==> config.mk <==
export PLATFORM = sky130hd
export DESIGN_NAME = programmable_status_outputs
export DESIGN_NICKNAME = d
export VERILOG_FILES = /design/src/hdl/status_out_pkg.sv /design/src/hdl/alert_timer.sv /design/src/hdl/programmable_status_outputs.sv
export VERILOG_INCLUDE_DIRS = /design/src /design/src/hdl
export SDC_FILE = /design/constraint.sdc
export NUM_CORES = 1
export LEC_CHECK = 0
export BUFFER_PORTS_ARGS = -buffer_cell sky130_fd_sc_hd__buf_2
export CORE_ASPECT_RATIO = 1.5
export CORE_MARGIN = 5
export CORE_UTILIZATION = 34
export DETAILED_ROUTE_END_ITERATION = 12
export SETUP_SLACK_MARGIN = 0.5
export SLEW_MARGIN = 20
export SYNTH_ARGS = -nofsm -noshare
export SYNTH_HDL_FRONTEND = slang
export SYNTH_SLANG_ARGS = --single-unit
export TNS_END_PERCENT = 50
==> constraint.sdc <==
create_clock -name sys_clk -period 11 [get_ports sys_clk]
set_clock_uncertainty 0.2 [all_clocks]
set_input_delay 3.3 -clock sys_clk [delete_from_list [all_inputs] [get_ports sys_clk]]
set_output_delay 3.3 -clock sys_clk [all_outputs]
set_load 0.03 [all_outputs]
==> src/hdl/status_out_defines.svh <==
`ifndef STATUS_OUT_DEFINES_SVH
`define STATUS_OUT_DEFINES_SVH
// register byte offsets
`define REG_CTRL 8'h00
`define REG_LINES 8'h04
`define REG_PTTMASK 8'h08
`define REG_ALERTCFG 8'h0C
`define REG_CALLMAP 8'h10
`define REG_STATUS 8'h14
`define REG_INTSTAT 8'h18
`define REG_INTMASK 8'h1C
// control fields
`define CTRL_NOISE 0
`define CTRL_FKLATCH 1
`define CTRL_FLASH1 2
`define CTRL_FLASH2 3
// line config: select in low four bits, polarity above
`define LINE_W 5
`define LINE_POL 4
`define NUM_LINES 4
// signal select codes
`define SIG_NONE 4'h0
`define SIG_BUSY 4'h1
`define SIG_TX 4'h2
`define SIG_LOCK 4'h3
`define SIG_PTT 4'h4
`define SIG_ALERT1 4'h5
`define SIG_ALERT2 4'h6
`define SIG_CTRL1 4'h7
`define SIG_FKEY 4'hA
`define STATUS_READY 11
// reset values
`define CTRL_RST 32'h0000_0000
`define LINES_RST 20'h0_0000
// timing
`define CLK_KHZ 200000
`define LOCK_FILTER_MS 50
`define POWERUP_MS 2000
`define TICK_MS 1
`define FLASH_MS 250
`define LOCK_FILTER_CYC (`LOCK_FILTER_MS * `CLK_KHZ)
`define POWERUP_CYC (`POWERUP_MS * `CLK_KHZ)
`define TICK_CYC (`TICK_MS * `CLK_KHZ)
`endif

==> src/hdl/status_out_pkg.sv <==
package status_out_pkg;
  // external alert sequencer states
  typedef enum logic [1:0] {ALERT_IDLE, ALERT_WAIT, ALERT_ON} alert_state_type;
  typedef logic [3:0] sig_sel_type;
endpackage

==> src/hdl/alert_timer.sv <==
`include "status_out_defines.svh"
module alert_timer (
  input wire logic sys_clk,
  input wire logic rst,
  input wire logic msTick,
  input wire logic callStart,
  input wire logic answered,
  input wire logic flash,
  input wire logic [7:0] delayMs,
  input wire logic [7:0] durMs,
  output logic alertOut,
  output logic alertBegin
);
  status_out_pkg::alert_state_type state_reg;
  logic [7:0] msCnt_reg;
  logic [7:0] phase_reg;
  logic flashOn_reg;

  ////////////////////////////////////////////////////////////////
  // wait unanswered for the delay, then alert for the duration
  always_ff @(posedge sys_clk or posedge rst) begin
    if (rst) begin
      state_reg <= status_out_pkg::ALERT_IDLE;
      msCnt_reg <= 8'h00;
    end else if (answered) begin
      state_reg <= status_out_pkg::ALERT_IDLE;
    end else if (callStart) begin
      state_reg <= status_out_pkg::ALERT_WAIT;
      msCnt_reg <= 8'h00;
    end else begin
      case (state_reg)
        status_out_pkg::ALERT_WAIT: begin
          if (msCnt_reg >= delayMs) begin
            state_reg <= status_out_pkg::ALERT_ON;
            msCnt_reg <= 8'h00;
          end else if (msTick) begin
            msCnt_reg <= msCnt_reg + 8'h01;
          end
        end
        status_out_pkg::ALERT_ON: begin
          // zero duration keeps alerting until answered
          if (durMs != 8'h00 && msCnt_reg >= durMs) begin
            state_reg <= status_out_pkg::ALERT_IDLE;
          end else if (msTick) begin
            msCnt_reg <= msCnt_reg + 8'h01;
          end
        end
        default: state_reg <= status_out_pkg::ALERT_IDLE;
      endcase
    end
  end

  // flash phase for pulsed mode
  always_ff @(posedge sys_clk or posedge rst) begin
    if (rst) begin
      phase_reg <= 8'h00;
      flashOn_reg <= 1'b1;
    end else if (state_reg != status_out_pkg::ALERT_ON) begin
      phase_reg <= 8'h00;
      flashOn_reg <= 1'b1;
    end else if (msTick) begin
      if (phase_reg == 8'(`FLASH_MS - 1)) begin
        phase_reg <= 8'h00;
        flashOn_reg <= ~flashOn_reg;
      end else begin
        phase_reg <= phase_reg + 8'h01;
      end
    end
  end

  assign alertOut = (state_reg == status_out_pkg::ALERT_ON) && (flashOn_reg || !flash);
  assign alertBegin = (state_reg == status_out_pkg::ALERT_WAIT) && !answered && !callStart
                      && (msCnt_reg >= delayMs);
endmodule

==> src/hdl/programmable_status_outputs.sv <==
// Decided for this implementation: the APB slave port and the register offsets.
`include "status_out_defines.svh"
module programmable_status_outputs #(
  parameter int unsigned LOCK_CYC = `LOCK_FILTER_CYC,
  parameter int unsigned POWERUP_CYC = `POWERUP_CYC,
  parameter int unsigned TICK_CYC = `TICK_CYC
) (
  input wire logic sys_clk,
  input wire logic rst,
  input wire logic psel,
  input wire logic penable,
  input wire logic pwrite,
  input wire logic [7:0] paddr,
  input wire logic [31:0] pwdata,
  output logic [31:0] prdata,
  output logic pready,
  output logic pslverr,
  input wire logic rssiDetect,
  input wire logic noiseDetect,
  input wire logic txActive,
  input wire logic rfInhibit,
  input wire logic synthLocked,
  input wire logic [7:0] pttSrc,
  input wire logic callStart,
  input wire logic [1:0] callKind,
  input wire logic [2:0] ctrlSet,
  input wire logic [2:0] ctrlClr,
  input wire logic fkeyPress,
  output logic rfOutEnable,
  output logic [3:0] lineOut,
  output logic [3:0] lineOe,
  output logic irq
);
  logic [3:0] ctrl_reg;
  logic [19:0] lines_reg;
  logic [7:0] pttMask_reg;
  logic [31:0] alertCfg_reg;
  logic [7:0] callMap_reg;
  logic [3:0] intStat_reg;
  logic [3:0] intMask_reg;
  logic busy_reg;
  logic tx_reg;
  logic lock_reg;
  logic pttRefl_reg;
  logic [2:0] ctrlSt_reg;
  logic fkey_reg;
  logic fkeyPrev_reg;
  logic ready_reg;
  logic [31:0] upCnt_reg;
  logic [31:0] unlockCnt_reg;
  logic [31:0] tickCnt_reg;
  logic msTick;
  logic [1:0] alertOn;
  logic [1:0] alertBegin;
  logic [1:0] alertPick;
  logic anyPtt;
  logic [15:0] sigVec;
  logic [3:0] events;
  logic wrEn;
  logic [31:0] rdValue;
  logic [3:0] lineOut_next;

  // pick the status bit named by a select code
  function automatic logic sigFor(input logic [3:0] sel, input logic [15:0] vec);
    sigFor = vec[sel];
  endfunction

  // true for an offset the slave decodes
  function automatic logic isMapped(input logic [7:0] addr);
    isMapped = (addr[1:0] == 2'b00) && (addr <= `REG_INTMASK);
  endfunction

  ////////////////////////////////////////////////////////////////
  // apb slave: zero wait states, error on unmapped offsets
  assign pready = 1'b1;
  assign pslverr = psel && penable && !isMapped(paddr);
  assign wrEn = psel && penable && pwrite && isMapped(paddr);

  // read mux
  always_comb begin
    rdValue = 32'h0000_0000;
    case (paddr)
      `REG_CTRL: rdValue[3:0] = ctrl_reg;
      `REG_LINES: rdValue[19:0] = lines_reg;
      `REG_PTTMASK: rdValue[7:0] = pttMask_reg;
      `REG_ALERTCFG: rdValue = alertCfg_reg;
      `REG_CALLMAP: rdValue[7:0] = callMap_reg;
      `REG_STATUS: rdValue[11:0] = {ready_reg, sigVec[10:0]};
      `REG_INTSTAT: rdValue[3:0] = intStat_reg;
      `REG_INTMASK: rdValue[3:0] = intMask_reg;
      default: rdValue = 32'h0000_0000;
    endcase
  end

  // read data captured in the setup cycle
  always_ff @(posedge sys_clk or posedge rst) begin
    if (rst) begin
      prdata <= 32'h0000_0000;
    end else if (psel && !penable && !pwrite) begin
      prdata <= rdValue;
    end
  end

  // configuration registers
  always_ff @(posedge sys_clk or posedge rst) begin
    if (rst) begin
      ctrl_reg <= 4'(`CTRL_RST);
      lines_reg <= `LINES_RST;
      pttMask_reg <= 8'h00;
      alertCfg_reg <= 32'h0000_0000;
      callMap_reg <= 8'h00;
      intMask_reg <= 4'h0;
    end else if (wrEn) begin
      case (paddr)
        `REG_CTRL: ctrl_reg <= pwdata[3:0];
        `REG_LINES: lines_reg <= pwdata[19:0];
        `REG_PTTMASK: pttMask_reg <= pwdata[7:0];
        `REG_ALERTCFG: alertCfg_reg <= pwdata;
        `REG_CALLMAP: callMap_reg <= pwdata[7:0];
        `REG_INTMASK: intMask_reg <= pwdata[3:0];
        default: ;
      endcase
    end
  end

  ////////////////////////////////////////////////////////////////
  // sticky event flags, write one to clear, set wins
  assign events = {alertBegin, lock_reg && !(synthLocked || unlockCnt_reg < LOCK_CYC - 1),
                   !busy_reg && (ctrl_reg[`CTRL_NOISE] ? noiseDetect : rssiDetect)};

  always_ff @(posedge sys_clk or posedge rst) begin
    if (rst) begin
      intStat_reg <= 4'h0;
    end else begin
      intStat_reg <= (intStat_reg & ~((wrEn && paddr == `REG_INTSTAT) ? pwdata[3:0] : 4'h0))
                     | events;
    end
  end

  assign irq = |(intStat_reg & intMask_reg);

  ////////////////////////////////////////////////////////////////
  // power-up hold: lines stay released until control begins
  always_ff @(posedge sys_clk or posedge rst) begin
    if (rst) begin
      upCnt_reg <= 32'h0000_0000;
      ready_reg <= 1'b0;
    end else if (!ready_reg) begin
      if (upCnt_reg == POWERUP_CYC - 1) begin
        ready_reg <= 1'b1;
      end else begin
        upCnt_reg <= upCnt_reg + 32'h0000_0001;
      end
    end
  end

  // millisecond tick for the alert timers
  always_ff @(posedge sys_clk or posedge rst) begin
    if (rst) begin
      tickCnt_reg <= 32'h0000_0000;
    end else if (tickCnt_reg == TICK_CYC - 1) begin
      tickCnt_reg <= 32'h0000_0000;
    end else begin
      tickCnt_reg <= tickCnt_reg + 32'h0000_0001;
    end
  end
  assign msTick = (tickCnt_reg == TICK_CYC - 1);

  ////////////////////////////////////////////////////////////////
  // busy, transmit and reflected PTT status, one cycle latency
  always_ff @(posedge sys_clk or posedge rst) begin
    if (rst) begin
      busy_reg <= 1'b0;
      tx_reg <= 1'b0;
      pttRefl_reg <= 1'b0;
    end else begin
      busy_reg <= ctrl_reg[`CTRL_NOISE] ? noiseDetect : rssiDetect;
      tx_reg <= txActive;
      pttRefl_reg <= |(pttSrc & pttMask_reg);
    end
  end

  // inhibit gates only the RF stage
  assign rfOutEnable = txActive && !rfInhibit;

  ////////////////////////////////////////////////////////////////
  // lock filter: short unlocks during relock are swallowed
  always_ff @(posedge sys_clk or posedge rst) begin
    if (rst) begin
      unlockCnt_reg <= 32'h0000_0000;
      lock_reg <= 1'b0;
    end else if (synthLocked) begin
      unlockCnt_reg <= 32'h0000_0000;
      lock_reg <= 1'b1;
    end else if (unlockCnt_reg < LOCK_CYC - 1) begin
      unlockCnt_reg <= unlockCnt_reg + 32'h0000_0001;
    end else begin
      lock_reg <= 1'b0;
    end
  end

  ////////////////////////////////////////////////////////////////
  // control status lines latch between set and clear calls
  always_ff @(posedge sys_clk or posedge rst) begin
    if (rst) begin
      ctrlSt_reg <= 3'b000;
    end else begin
      ctrlSt_reg <= (ctrlSt_reg & ~ctrlClr) | ctrlSet;
    end
  end

  // function key status: follow the key, or toggle per press
  always_ff @(posedge sys_clk or posedge rst) begin
    if (rst) begin
      fkey_reg <= 1'b0;
      fkeyPrev_reg <= 1'b0;
    end else begin
      fkeyPrev_reg <= fkeyPress;
      if (!ctrl_reg[`CTRL_FKLATCH]) begin
        fkey_reg <= fkeyPress;
      end else if (fkeyPress && !fkeyPrev_reg) begin
        fkey_reg <= ~fkey_reg;
      end
    end
  end

  ////////////////////////////////////////////////////////////////
  // external alerts, started per call kind, answered by any PTT
  assign anyPtt = |pttSrc;
  assign alertPick = callMap_reg[{callKind, 1'b0} +: 2];

  generate
    for (genvar a = 0; a < 2; a++) begin : g_alert
      alert_timer u_alert (
        .sys_clk(sys_clk),
        .rst(rst),
        .msTick(msTick),
        .callStart(callStart && alertPick[a]),
        .answered(anyPtt),
        .flash(ctrl_reg[`CTRL_FLASH1 + a]),
        .delayMs(alertCfg_reg[16 * a +: 8]),
        .durMs(alertCfg_reg[16 * a + 8 +: 8]),
        .alertOut(alertOn[a]),
        .alertBegin(alertBegin[a])
      );
    end
  endgenerate

  // status vector indexed by select code, code zero never active
  assign sigVec = {5'b00000, fkey_reg, ctrlSt_reg, alertOn, pttRefl_reg, lock_reg, tx_reg,
                   busy_reg, 1'b0};

  ////////////////////////////////////////////////////////////////
  // line drivers with per-line polarity
  generate
    for (genvar i = 0; i < `NUM_LINES; i++) begin : g_line
      // high polarity drives the signal, low drives its inverse
      assign lineOut_next[i] = !(sigFor(lines_reg[`LINE_W * i +: 4], sigVec)
                                 ^ lines_reg[`LINE_W * i + `LINE_POL]);
    end
  endgenerate

  always_ff @(posedge sys_clk or posedge rst) begin
    if (rst) begin
      lineOut <= 4'h0;
      lineOe <= 4'h0;
    end else begin
      lineOut <= lineOut_next;
      lineOe <= {4{ready_reg}};
    end
  end
endmodule

* After elaboration in Yosys (flattened, before gate mapping)
Index checks and enable logic that the tools add are counted.
** Storage, ports and cells
- Word-level logic and storage cells :: 216
- Register bits :: 261
- Input port bits :: 68
** Operators by class
- Multiplexer cells :: 56
- Reductions and logical operators :: 70
- $lt $le $gt $ge :: 10
- Bitwise operators :: 18
- Shifts and indexed selects :: 1
- Equality and inequality tests :: 25
- $add $sub $neg :: 7
** Operators with widths (count)
- 8-bit 2-to-1 mux :: 14
- 32-bit by 1-bit adder with 32-bit output (second input constant) :: 3
- 32-bit 2-to-1 mux :: 3
- 8-bit one-hot mux with 2 select lines :: 3
- 8-bit by 1-bit adder with 8-bit output (second input constant) :: 4
- 32-bit by 18-bit equality test with 1-bit output (second input constant) :: 1
- 32-bit by 29-bit equality test with 1-bit output (second input constant) :: 1
- 8-bit by 5-bit equality test with 1-bit output (second input constant) :: 4
- 8-bit >= comparator :: 4
- 32-bit by 24-bit less-than comparator with 1-bit output (second input constant) :: 1
- 4-bit one-hot mux with 8 select lines :: 1
- 1-bit logical AND :: 24
- 2-bit AND reduction :: 11
- 4-bit by 5-bit less-than comparator with 1-bit output (second input constant) :: 4
- 4-bit one-hot mux with 5 select lines :: 1
- 1-bit 2-to-1 mux :: 17
- 1-bit binary-select mux with 4-bit select :: 4
- 8-bit by 4-bit equality test with 1-bit output (second input constant) :: 2
- 8-bit equality test (second input constant) :: 2
- 1-bit zero test :: 16
- 2-bit 2-to-1 mux :: 8
- 4-bit by 1-bit != test with 1-bit output (second input constant) :: 4
- 8-bit nonzero test :: 2
- 8-bit OR reduction :: 2
- other kinds (28) :: 51

* Logic depth before layout (Yosys ltp)
Gate-level depths: netlist of the first run.
- Depth in word-level cells :: 8
- Gate-level depth with buffers :: 9
- Depth with buffers taken out :: 8

* By module
Synthesis of the first run repeated with hierarchy kept, for this count alone.
** Second synthesis, totals
- Cell total of the unflattened synthesis :: 1307
- Area total of the unflattened synthesis :: 13721.9 µm²
** Modules (own cells, without submodules)
- programmable_status_outputs :: cells each 963, area an instance 10591.4 µm², times used 1
- alert_timer :: cells each 172, area an instance 1565.3 µm², times used 2

* Least setup slack after synthesis of the first run
Ideal clock, no wire load.
- Path type :: input-to-output
- Start point :: input port paddr[5]
- End point :: output port pslverr
- Buffers on the path :: 0
- Arrival time :: 4.153 ns
- Data required time :: 7.500 ns
- Slack :: 3.347 ns
- Cell stages on the path :: 3
- Path through :: or3_1 nor2_1 nor2_1
** On the way
- Word-level cells in the longest chain between the ends :: 4
** RTL lines
- start: declaration :: RTL line programmable_status_outputs.sv:13 : input wire logic [7:0] paddr,
- 8-bit by 5-bit less-or-equal comparator with 1-bit output (no source line)
- 1-bit logical AND :: RTL line programmable_status_outputs.sv:70 : isMapped = (addr[1:0] == 2'b00) && (addr <= `REG_INTMASK);
- 1-bit zero test :: RTL line programmable_status_outputs.sv:76 : assign pslverr = psel && penable && !isMapped(paddr);
- 1-bit logical AND :: RTL line programmable_status_outputs.sv:76
- end: declaration :: RTL line programmable_status_outputs.sv:17 : output logic pslverr,
No other way between the ends.

* Final worst setup path of the first run
Same ends and word-level chain as after synthesis.

==> impl_metrics.ini, run 1 <==
[route]
vias_per_cell = 5.29
dr.first_iter.drc_count = 526
dr.pass1.iters = 7
num_vias = 10300
drt_wl_total_um = 33800
wl_per_cell_um = 17.4
drc = 0
ant_nets = 0

[critical_path]
slowest_delay_ns = 0.38
r2r_end = unlockCnt_reg[1]
worstPathRequired_ns = 7.50
crit_slowest_cell = or3_1
critical_path.top_delay_family = simple AND/OR/NAND/NOR gates
r2r_setup_slack_ns = 8.00
crit_chain = buf_2 > or3_1 > nor2_1 > nor2_1 > buf_2
crit_start = paddr[5]
end_kind = primary output
worst-setup-path-type = in -> out
reg2reg_from = unlockCnt_reg[16]
start_kind = primary input
cp_max_fo = 7
worstPathArrival_ns = 4.45
ff2ff_path_depth = 6
critical_path_buf_inv_count = 2

[yosys]
synth_area_per_cell_um2 = 10.1
netlist.area_leader.share = 0.485
synth_common_cells = dfrtp_1 (259), nand2_1 (148), nor2_1 (104)
netlist_instances = 1324
synth_top_area_cell = dfrtp_1
ys_seq_elements = 261
synth.area.top_cells = dfrtp_1 (49%), mux2_2 (4.7%), ha_1 (4.2%)
yosysMostFrequentCell = dfrtp_1
synth_flop_cell = dfrtp_1
synth_area_um2 = 13400
synth_nets = 1437
yosysSeqAreaShare = 0.489
synth_cell_types = 73
yosysWarnings = 0
synth_edf_count = 0
async_reset_ff_frac = 1.00

[clock_tree]
clock_path_buffers = 3
clk_pin_slew_ns = 0.06
cts_tree = yes
clock_sinks = 261
cts_setup_buffers = 0
clk_latency_ns = 0.54
postCtsResizedCells = 0
ctsHoldBuffers = 0
cts_buffers = 26
htreeDepth = 1
cts_root_buffer = clkbuf_16

[placement]
dp.cells = 1891
place_congestion = 0.928
place_area_um2 = 14400
dpl.hpwl_um = 24800
numPortBuffers = 110

[pwr]
clkPwrFrac = 0.481
intPower_uw = 1590
ir_drop_v = 0.000127
p_comb_frac = 0.042
pwr-share-seq = 0.476
powerDensity_nw_per_um2 = 134
swShare = 0.225
power.leakage_uw = 0.00714
p_switching_uw = 462

[grt]
grt.overflow.total = 0
grt_pass1_vias = 10400
track_usage = 0.155
grt_max_degree = 183
antenna_found_initial = 1
grt_pass1_wl_um = 54700

[flow_run]
maxCapViolCount = 0

[finish]
final_area_um2 = 15400
area_growth_pct = 15.1
fin_cells = 1940
drive_above_1_share = 0.172
final_core_util = 0.393
fillers = 3814
fin_nets = 1532

[timing]
hold_slack_ns = 0.270
worstMarginPinSlew_ns = 1.18
hold_viol = 0
period_share = 0.722
slew_viol_final = 0
relSlewSlack = 0.210
tns_ns = 0
rsz0062_at_grt = false
layout_min_cycle_time_ns = 7.95
fmax_ghz = 0.126
finalSetupViolations = 0

[worst_hold_path]
holdPathStages = 2
min_to = prdata[27]
hp-start = prdata[27]
min_path_type = reg -> reg

[floorplan]
die-area_um2 = 43400
rows = 89
core-area_um2 = 39100
start_util = 0.342
io_pins = 112
die_h_um = 253
die_w_um = 172

[outcome]
outcome = finished, final reports clean
[logic make-up after synthesis]
family | after synthesis | synth area share
other | 1 | 0.000281
adder cells (fa/ha/maj) | 45 | 0.0422
flip-flops | 261 | 0.489
buffers and inverters | 108 | 0.0321
multiplexers | 81 | 0.0726
XOR/XNOR | 88 | 0.0577
AO/OA/AOI/OAI | 211 | 0.103
AND/OR/NAND/NOR | 529 | 0.202
[power by group through the flow]
stage          Clock (uW)  Combinational (uW)  Sequential, uW
6_report              989                86.9             978
4_1_cts              1010                89.4             978
5_1_grt              1050                97.6             978
2_1_floorplan           0                38.1            1010
3_3_place_gp            0                87.8             996
3_5_place_dp            0                89.2             996
[worst max path at each step]
stage                    to  slack (ns)  cells after the start
global route        pslverr        3.00                      5
global placement    pslverr        3.08                      5
floorplan           pslverr        3.35                      3
CTS                 pslverr        3.05                      5
finish              pslverr        3.05                      5
detailed placement  pslverr        3.06                      5
[routing by layer]
layer,track usage,vias to the layer above,part of all wire
li1,-,4920,-
met1,0.177,5059,0.39
met2,0.285,209,0.53
met3,0.0158,78,0.035
met4,0.0719,0,0.044
met5,0,-,0
[worst register-to-register path, cell delays in order, from the launching register on]
cell and delay [ns]:
dfrtp_1 0.41, o311a_1 0.36, o31ai_1 0.33, and3_1 0.75, and2_0 0.50, mux2i_1 0.25
nor2_1 0.05
[area by class of cell]
class | count | area, um^2 | share of cell area
inverter | 55 | 210 | 0.0137
clock inverter | 17 | 249 | 0.0162
multi-input combinational | 955 | 6410 | 0.417
clock buffer | 31 | 701 | 0.0456
sequential | 261 | 6530 | 0.425
tap | 500 | 626 | 0.0407
timing repair buffer | 120 | 638 | 0.0415
antenna | 1 | 2.50 | 0.000163
[per-stage QoR]
stage,power [uW],setup slack [ns]
after floorplan,1040,3.35
after global placement,1080,3.08
after detailed placement,1090,3.06
after CTS,2080,3.05
after global routing,2130,3.00
final,2050,3.05
[layout by cell type, fill, tap and decap left out, types with 8 or more instances in the layout]
| master | Yosys | routed |
|---|---|---|
| nand3b_1 | 10 | 10 |
| and4_1 | 10 | 10 |
| nand4_1 | 35 | 35 |
| nor4_1 | 15 | 15 |
| nand2b_1 | 9 | 9 |
| mux2i_1 | 17 | 17 |
| nand2_1 | 148 | 148 |
| ha_1 | 45 | 45 |
| a22oi_1 | 13 | 13 |
| and2_1 | 14 | 13 |
| nor3_1 | 21 | 19 |
| a21o_1 | 8 | 8 |
| clkbuf_16 | 0 | 27 |
| a221oi_1 | 16 | 16 |
| buf_4 | 5 | 9 |
| nor2_1 | 104 | 104 |
| buf_2 | 4 | 110 |
| xor2_1 | 47 | 47 |
| and3_1 | 38 | 38 |
| nand3_1 | 65 | 65 |
| o21ai_0 | 77 | 77 |
| nor2b_1 | 16 | 16 |
| inv_1 | 55 | 54 |
| a21oi_1 | 30 | 30 |
| dfrtp_1 | 259 | 259 |
| mux2_2 | 56 | 56 |
| or3_1 | 12 | 12 |
| xnor2_1 | 41 | 41 |
Note: power is estimated with default switching activity, not from simulation.
==> inputs of run 2 (changes only) <==
ABC_AREA = 1   (was unset)
clock period = 7.22 ns   (was 11 ns; I/O delays follow)
==> run 2 against run 1 <==
Against the previous run:
- synthesized cell count rose by 52%
- sequential cell count did not move
- power rose by 50%
- die area rose by 12%
- critical path depth rose by 3
- count of clock-buffer cells in the layout rose by 14
- register-to-register slack got worse by 3.3 ns
- first-iteration DRC count rose by 71%
- combinational power rose by 33%
==> impl_metrics.ini, run 2 <==
[yosys]
yosysMostFrequentCell = nand2_1
synth_nets = 2119
synth_edf_count = 0
async_reset_ff_frac = 1.00
synth_common_cells = nand2_1 (559), inv_1 (295), dfrtp_1 (259)
synth.area.top_cells = dfrtp_1 (43%), nand2_1 (14%), inv_1 (7.4%)
yosysSeqAreaShare = 0.434
synth_cell_types = 50
yosysWarnings = 0
ys_seq_elements = 261
synth_top_area_cell = dfrtp_1
synth_flop_cell = dfrtp_1
netlist.area_leader.share = 0.430
synth_area_per_cell_um2 = 7.51
netlist_instances = 2006
synth_area_um2 = 15100

[finish]
fin_cells = 2710
final_core_util = 0.390
fin_nets = 2225
drive_above_1_share = 0.0933
antenna_cells = 0
final_area_um2 = 17100
area_growth_pct = 13.6
final_common_cell = nand2_1
fillers = 4553
most-common-layout-cells = nand2_1 (558), inv_1 (294), dfrtp_1 (259), nor2_1 (168), o21ai_0 (147)

[pwr]
pwr-share-seq = 0.482
clkPwrFrac = 0.481
ir_drop_v = 0.000127
swShare = 0.232
power.leakage_uw = 0.00833
p_comb_frac = 0.038
intPower_uw = 2360
powerDensity_nw_per_um2 = 180
p_switching_uw = 714

[route]
vias_per_cell = 4.93
dr.first_iter.drc_count = 898
drt_wl_total_um = 43500
num_vias = 13400
ant_nets = 0
wl_per_cell_um = 16.1
drc = 0
dr.pass1.iters = 6

[critical_path]
worst-setup-path-type = in -> out
r2r_setup_slack_ns = 4.68
worstPathRequired_ns = 4.85
r2r_end = unlockCnt_reg[18]
end_kind = primary output
cp_max_fo = 3
worstPathArrival_ns = 2.87
reg2reg_from = unlockCnt_reg[1]
ff2ff_path_depth = 10
start_kind = primary input

[timing]
relSlewSlack = 0.336
period_share = 0.726
hold_viol = 0
slew_viol_final = 0
fmax_ghz = 0.191
finalSetupViolations = 0
hold_slack_ns = 0.280
layout_min_cycle_time_ns = 5.24
rsz0062_at_grt = false
worstMarginPinSlew_ns = 0.996
tns_ns = 0

[worst_hold_path]
min_to = prdata[19]
holdPathStages = 2
min_path_type = reg -> reg
hp-start = prdata[19]

[floorplan]
die_h_um = 268
io_pins = 112
die_w_um = 182
die-area_um2 = 48700
rows = 94
core-area_um2 = 43900
start_util = 0.343

[clock_tree]
cts_setup_buffers = 0
clock_path_buffers = 3
clk_latency_ns = 0.58
htreeDepth = 1
postCtsResizedCells = 0
clk_pin_slew_ns = 0.06
cts_tree = yes
cts_root_buffer = clkbuf_16
cts_buffers = 29
clock_sinks = 261
ctsHoldBuffers = 0

[placement]
place_congestion = 0.900
place_area_um2 = 16200
dp.cells = 2657
dpl.hpwl_um = 32900
numPortBuffers = 110

[outcome]
outcome = finished, final reports clean

[flow_run]
maxCapViolCount = 0

[grt]
track_usage = 0.176
grt_pass1_wl_um = 69800
antenna_found_initial = 1
grt_max_degree = 167
grt_pass1_vias = 13300
grt.overflow.total = 0
-- run 2: cell count changes in the layout (fill, tap and decap cells not counted), sizes merged, moves of 31 or more --
cell   before  now
xor2       47   78
inv        54  296
xnor2      41    5
and3       38    3
nand2     148  567
mux2       57   13
nor2      104  178
nand3      65  148
o21ai      78  157
-- run 2: worst max path at each step --
stage / start / endpoint / slack [ns]
5_1_grt: paddr[5] / pslverr / 1.88
4_1_cts: paddr[5] / pslverr / 1.97
6_report: paddr[5] / pslverr / 1.98
2_1_floorplan: rst / alertCfg_reg[0] / 1.41
3_5_place_dp: paddr[5] / pslverr / 1.97
3_3_place_gp: paddr[5] / pslverr / 1.95
-- run 2: cell families (layout without fill, tap and decap cells) --
group                    count (synthesis)  after routing  share of synthesized area
AND/OR/NAND/NOR                       1001           1001                      0.284
buffers and inverters                  342            470                     0.0905
flip-flops                             261            261                      0.434
AO/OA/AOI/OAI                          260            260                     0.0960
XOR/XNOR                                83             83                     0.0483
adder cells (fa/ha/maj)                 45             45                     0.0374
multiplexers                            13             13                    0.00972
other                                    1              1                   0.000249
-- run 2: cell type report --
type / count / area (um^2) / area share
Multi-Input combinational cell: 1403 / 7170 / 0.419
Clock buffer: 45 / 826 / 0.0483
Clock inverter: 8 / 105 / 0.00614
Tap cell: 576 / 721 / 0.0421
Inverter: 300 / 1130 / 0.0662
Sequential cell: 261 / 6530 / 0.382
Timing Repair Buffer: 117 / 616 / 0.0360
-- run 2: power by group through the flow --
| stage | sequential, uW | combinational, uW | clock [uW] |
|---|---|---|---|
| final | 1480 | 116 | 1480 |
| after global routing | 1480 | 131 | 1570 |
| after CTS | 1480 | 120 | 1520 |
| after detailed placement | 1510 | 120 | 0 |
| after global placement | 1510 | 119 | 0 |
| after floorplan | 1510 | 56.3 | 0 |
-- run 2: critical path, cell delays in order --
cell,delay [ns]
buf_2,0.09
nor2_1,0.09
nand2_1,0.09
inv_1,0.08
nand2_1,0.08
nand3_1,0.08
inv_1,0.04
buf_2,0.16
-- run 2: routing by layer --
metal | global-route usage | share of wire | vias to the layer above | routed length (um)
li1 | - | - | 6645 | -
met5 | 0 | 0.00016 | - | 7
met3 | 0.0230 | 0.040 | 97 | 1720
met1 | 0.198 | 0.39 | 6336 | 17000
met4 | 0.0723 | 0.043 | 2 | 1860
met2 | 0.333 | 0.53 | 285 | 22900
-- run 2: per-stage QoR --
| stage | setup WS, ns | total power (uW) |
|---|---|---|
| after floorplan | 1.41 | 1570 |
| after global placement | 1.95 | 1620 |
| after detailed placement | 1.97 | 1630 |
| after CTS | 1.97 | 3120 |
| after global routing | 1.88 | 3180 |
| final | 1.98 | 3070 |
==> inputs of run 3 (changes only) <==
clock period = 4.86 ns   (was 7.22 ns; I/O delays follow)
==> run 3 against run 2 <==
Against the previous run:
- die area is the same
- critical path depth stayed put
- global-route usage is 0.16 points higher
- combinational power is 52% higher
- via count is 0.48% higher
- power is 50% higher
- routed wire length increased by 0.68%
- worst setup slack got worse by 0.95 ns
- non-clock buffer count grew 3
- utilization increased by 0.21 points
- critical endpoint unchanged
- largest cell class unchanged
- highest routed layer unchanged
==> impl_metrics.ini, run 3 (synthesized netlist as in run 2, its figures left out) <==
[outcome]
outcome = finished, final reports clean

[route]
num_vias = 13400
drc = 0
dr.pass1.iters = 5
drt_wl_total_um = 43800
dr.first_iter.drc_count = 758
vias_per_cell = 4.95
ant_nets = 0
wl_per_cell_um = 16.2

[critical_path]
worstPathRequired_ns = 3.20
r2r_end = intStat_reg[1]
r2r_setup_slack_ns = 2.26
cp_max_fo = 3
reg2reg_from = unlockCnt_reg[1]
ff2ff_path_depth = 9
worst-setup-path-type = in -> out
worstPathArrival_ns = 2.17
start_kind = primary input
end_kind = primary output
cp-endpoint = pslverr
crit_start = paddr[5]

[finish]
antenna_cells = 0
area_growth_pct = 14.2
most-common-layout-cells = nand2_1 (558), inv_1 (294), dfrtp_1 (259), nor2_1 (168), o21ai_0 (148)
multiInputGateArea_um2 = 7180
fin_cells = 2712
fin_nets = 2228
fillers = 4542
drive_above_1_share = 0.0964
final_common_cell = nand2_1
register_area_um2 = 6530

[pwr]
pwr-share-seq = 0.475
clkPwrFrac = 0.487
power.leakage_uw = 0.00836
powerDensity_nw_per_um2 = 269
p_total_uw = 4620
intPower_uw = 3580
swShare = 0.227
p_switching_uw = 1050
ir_drop_v = 0.000179
p_comb_frac = 0.038

[grt]
grt_use_met2 = 0.334
grt.overflow.total = 0
grt_pass1_wl_um = 70500
grt.busiest_layer = met2
grtUsageMet1 = 0.196
grt_pass1_vias = 13500
track_usage = 0.177
grt_max_degree = 88
gr-usage-met3 = 0.0225
antenna_found_initial = 1

[flow_run]
maxCapViolCount = 0

[timing]
hold_viol = 0
layout_min_cycle_time_ns = 3.83
slew_viol_final = 0
hold_slack_ns = 0.278
fmax_ghz = 0.261
finalSetupViolations = 0
worstMarginPinSlew_ns = 1.01
rsz0062_at_grt = false
tns_ns = 0
period_share = 0.788
relSlewSlack = 0.321

[clock_tree]
cts_tree = yes
htreeDepth = 1
postCtsResizedCells = 0
ctsHoldBuffers = 0
cts_buffers = 29
clock_sinks = 261
clk_pin_slew_ns = 0.05
cts_root_buffer = clkbuf_16
cts_setup_buffers = 0
clock_path_buffers = 3
clk_latency_ns = 0.57

[floorplan]
io_pins = 112
die_h_um = 268
rows = 94
core-area_um2 = 43900
die_w_um = 182
start_util = 0.343
die-area_um2 = 48700

[placement]
numPortBuffers = 110
place_congestion = 0.931
dp.cells = 2660
dpl.hpwl_um = 33100

[worst_hold_path]
hp-start = prdata[26]
min_path_type = reg -> reg
[run 3: cell types whose count changed in the layout (fill, tap and decap cells not counted), sizes merged]
cell and change:
buf +3, clkbuf -3, clkinvlp +2, bufinv +1
clkinv -1
[run 3: worst max-delay path, cell delays in order]
cell and delay, ns:
buf_2 0.10, nor2_1 0.09, nand2_1 0.10, inv_1 0.08, nand2_1 0.08, nand3_1 0.07, inv_1 0.04, buf_2 0.16
[run 3: routing by layer]
layer  vias to the layer above  part of all wire
met5                         -           0.00016
met4                         2             0.049
met3                       127             0.040
met2                       333              0.53
met1                      6318              0.38
li1                       6649                 -
[run 3: layout make-up]
class                      count  area share
multi-input combinational   1403       0.417
sequential                   261       0.380
inverter                     300      0.0658
clock buffer                  42      0.0485
tap                          576      0.0419
timing repair buffer         120      0.0386
clock inverter                10     0.00779
[run 3: how the worst min path moves through the flow]
stage,to,slack (ns),cells after the start
floorplan,lineOe[0],0.19,0
finish,prdata[26],0.28,2
CTS,prdata[26],0.28,2
global route,prdata[18],0.30,2
global placement,prdata[26],0.26,2
detailed placement,prdata[26],0.27,2
[run 3: power by group through the flow]
stage	Clock (uW)	Sequential, uW	Combinational (uW)
floorplan	0	2240	83.6
global placement	0	2240	180
detailed placement	0	2240	182
CTS	2330	2200	182
global route	2410	2200	200
finish	2250	2200	176
[run 3: stage by stage]
step	util	area (um^2)	setup slack, ns
floorplan	-	15100	-0.238
global placement	0.370	16200	1.01
detailed placement	0.370	16200	1.02
CTS	0.392	17200	1.03
global route	0.392	17200	0.951
finish	0.392	17200	1.03
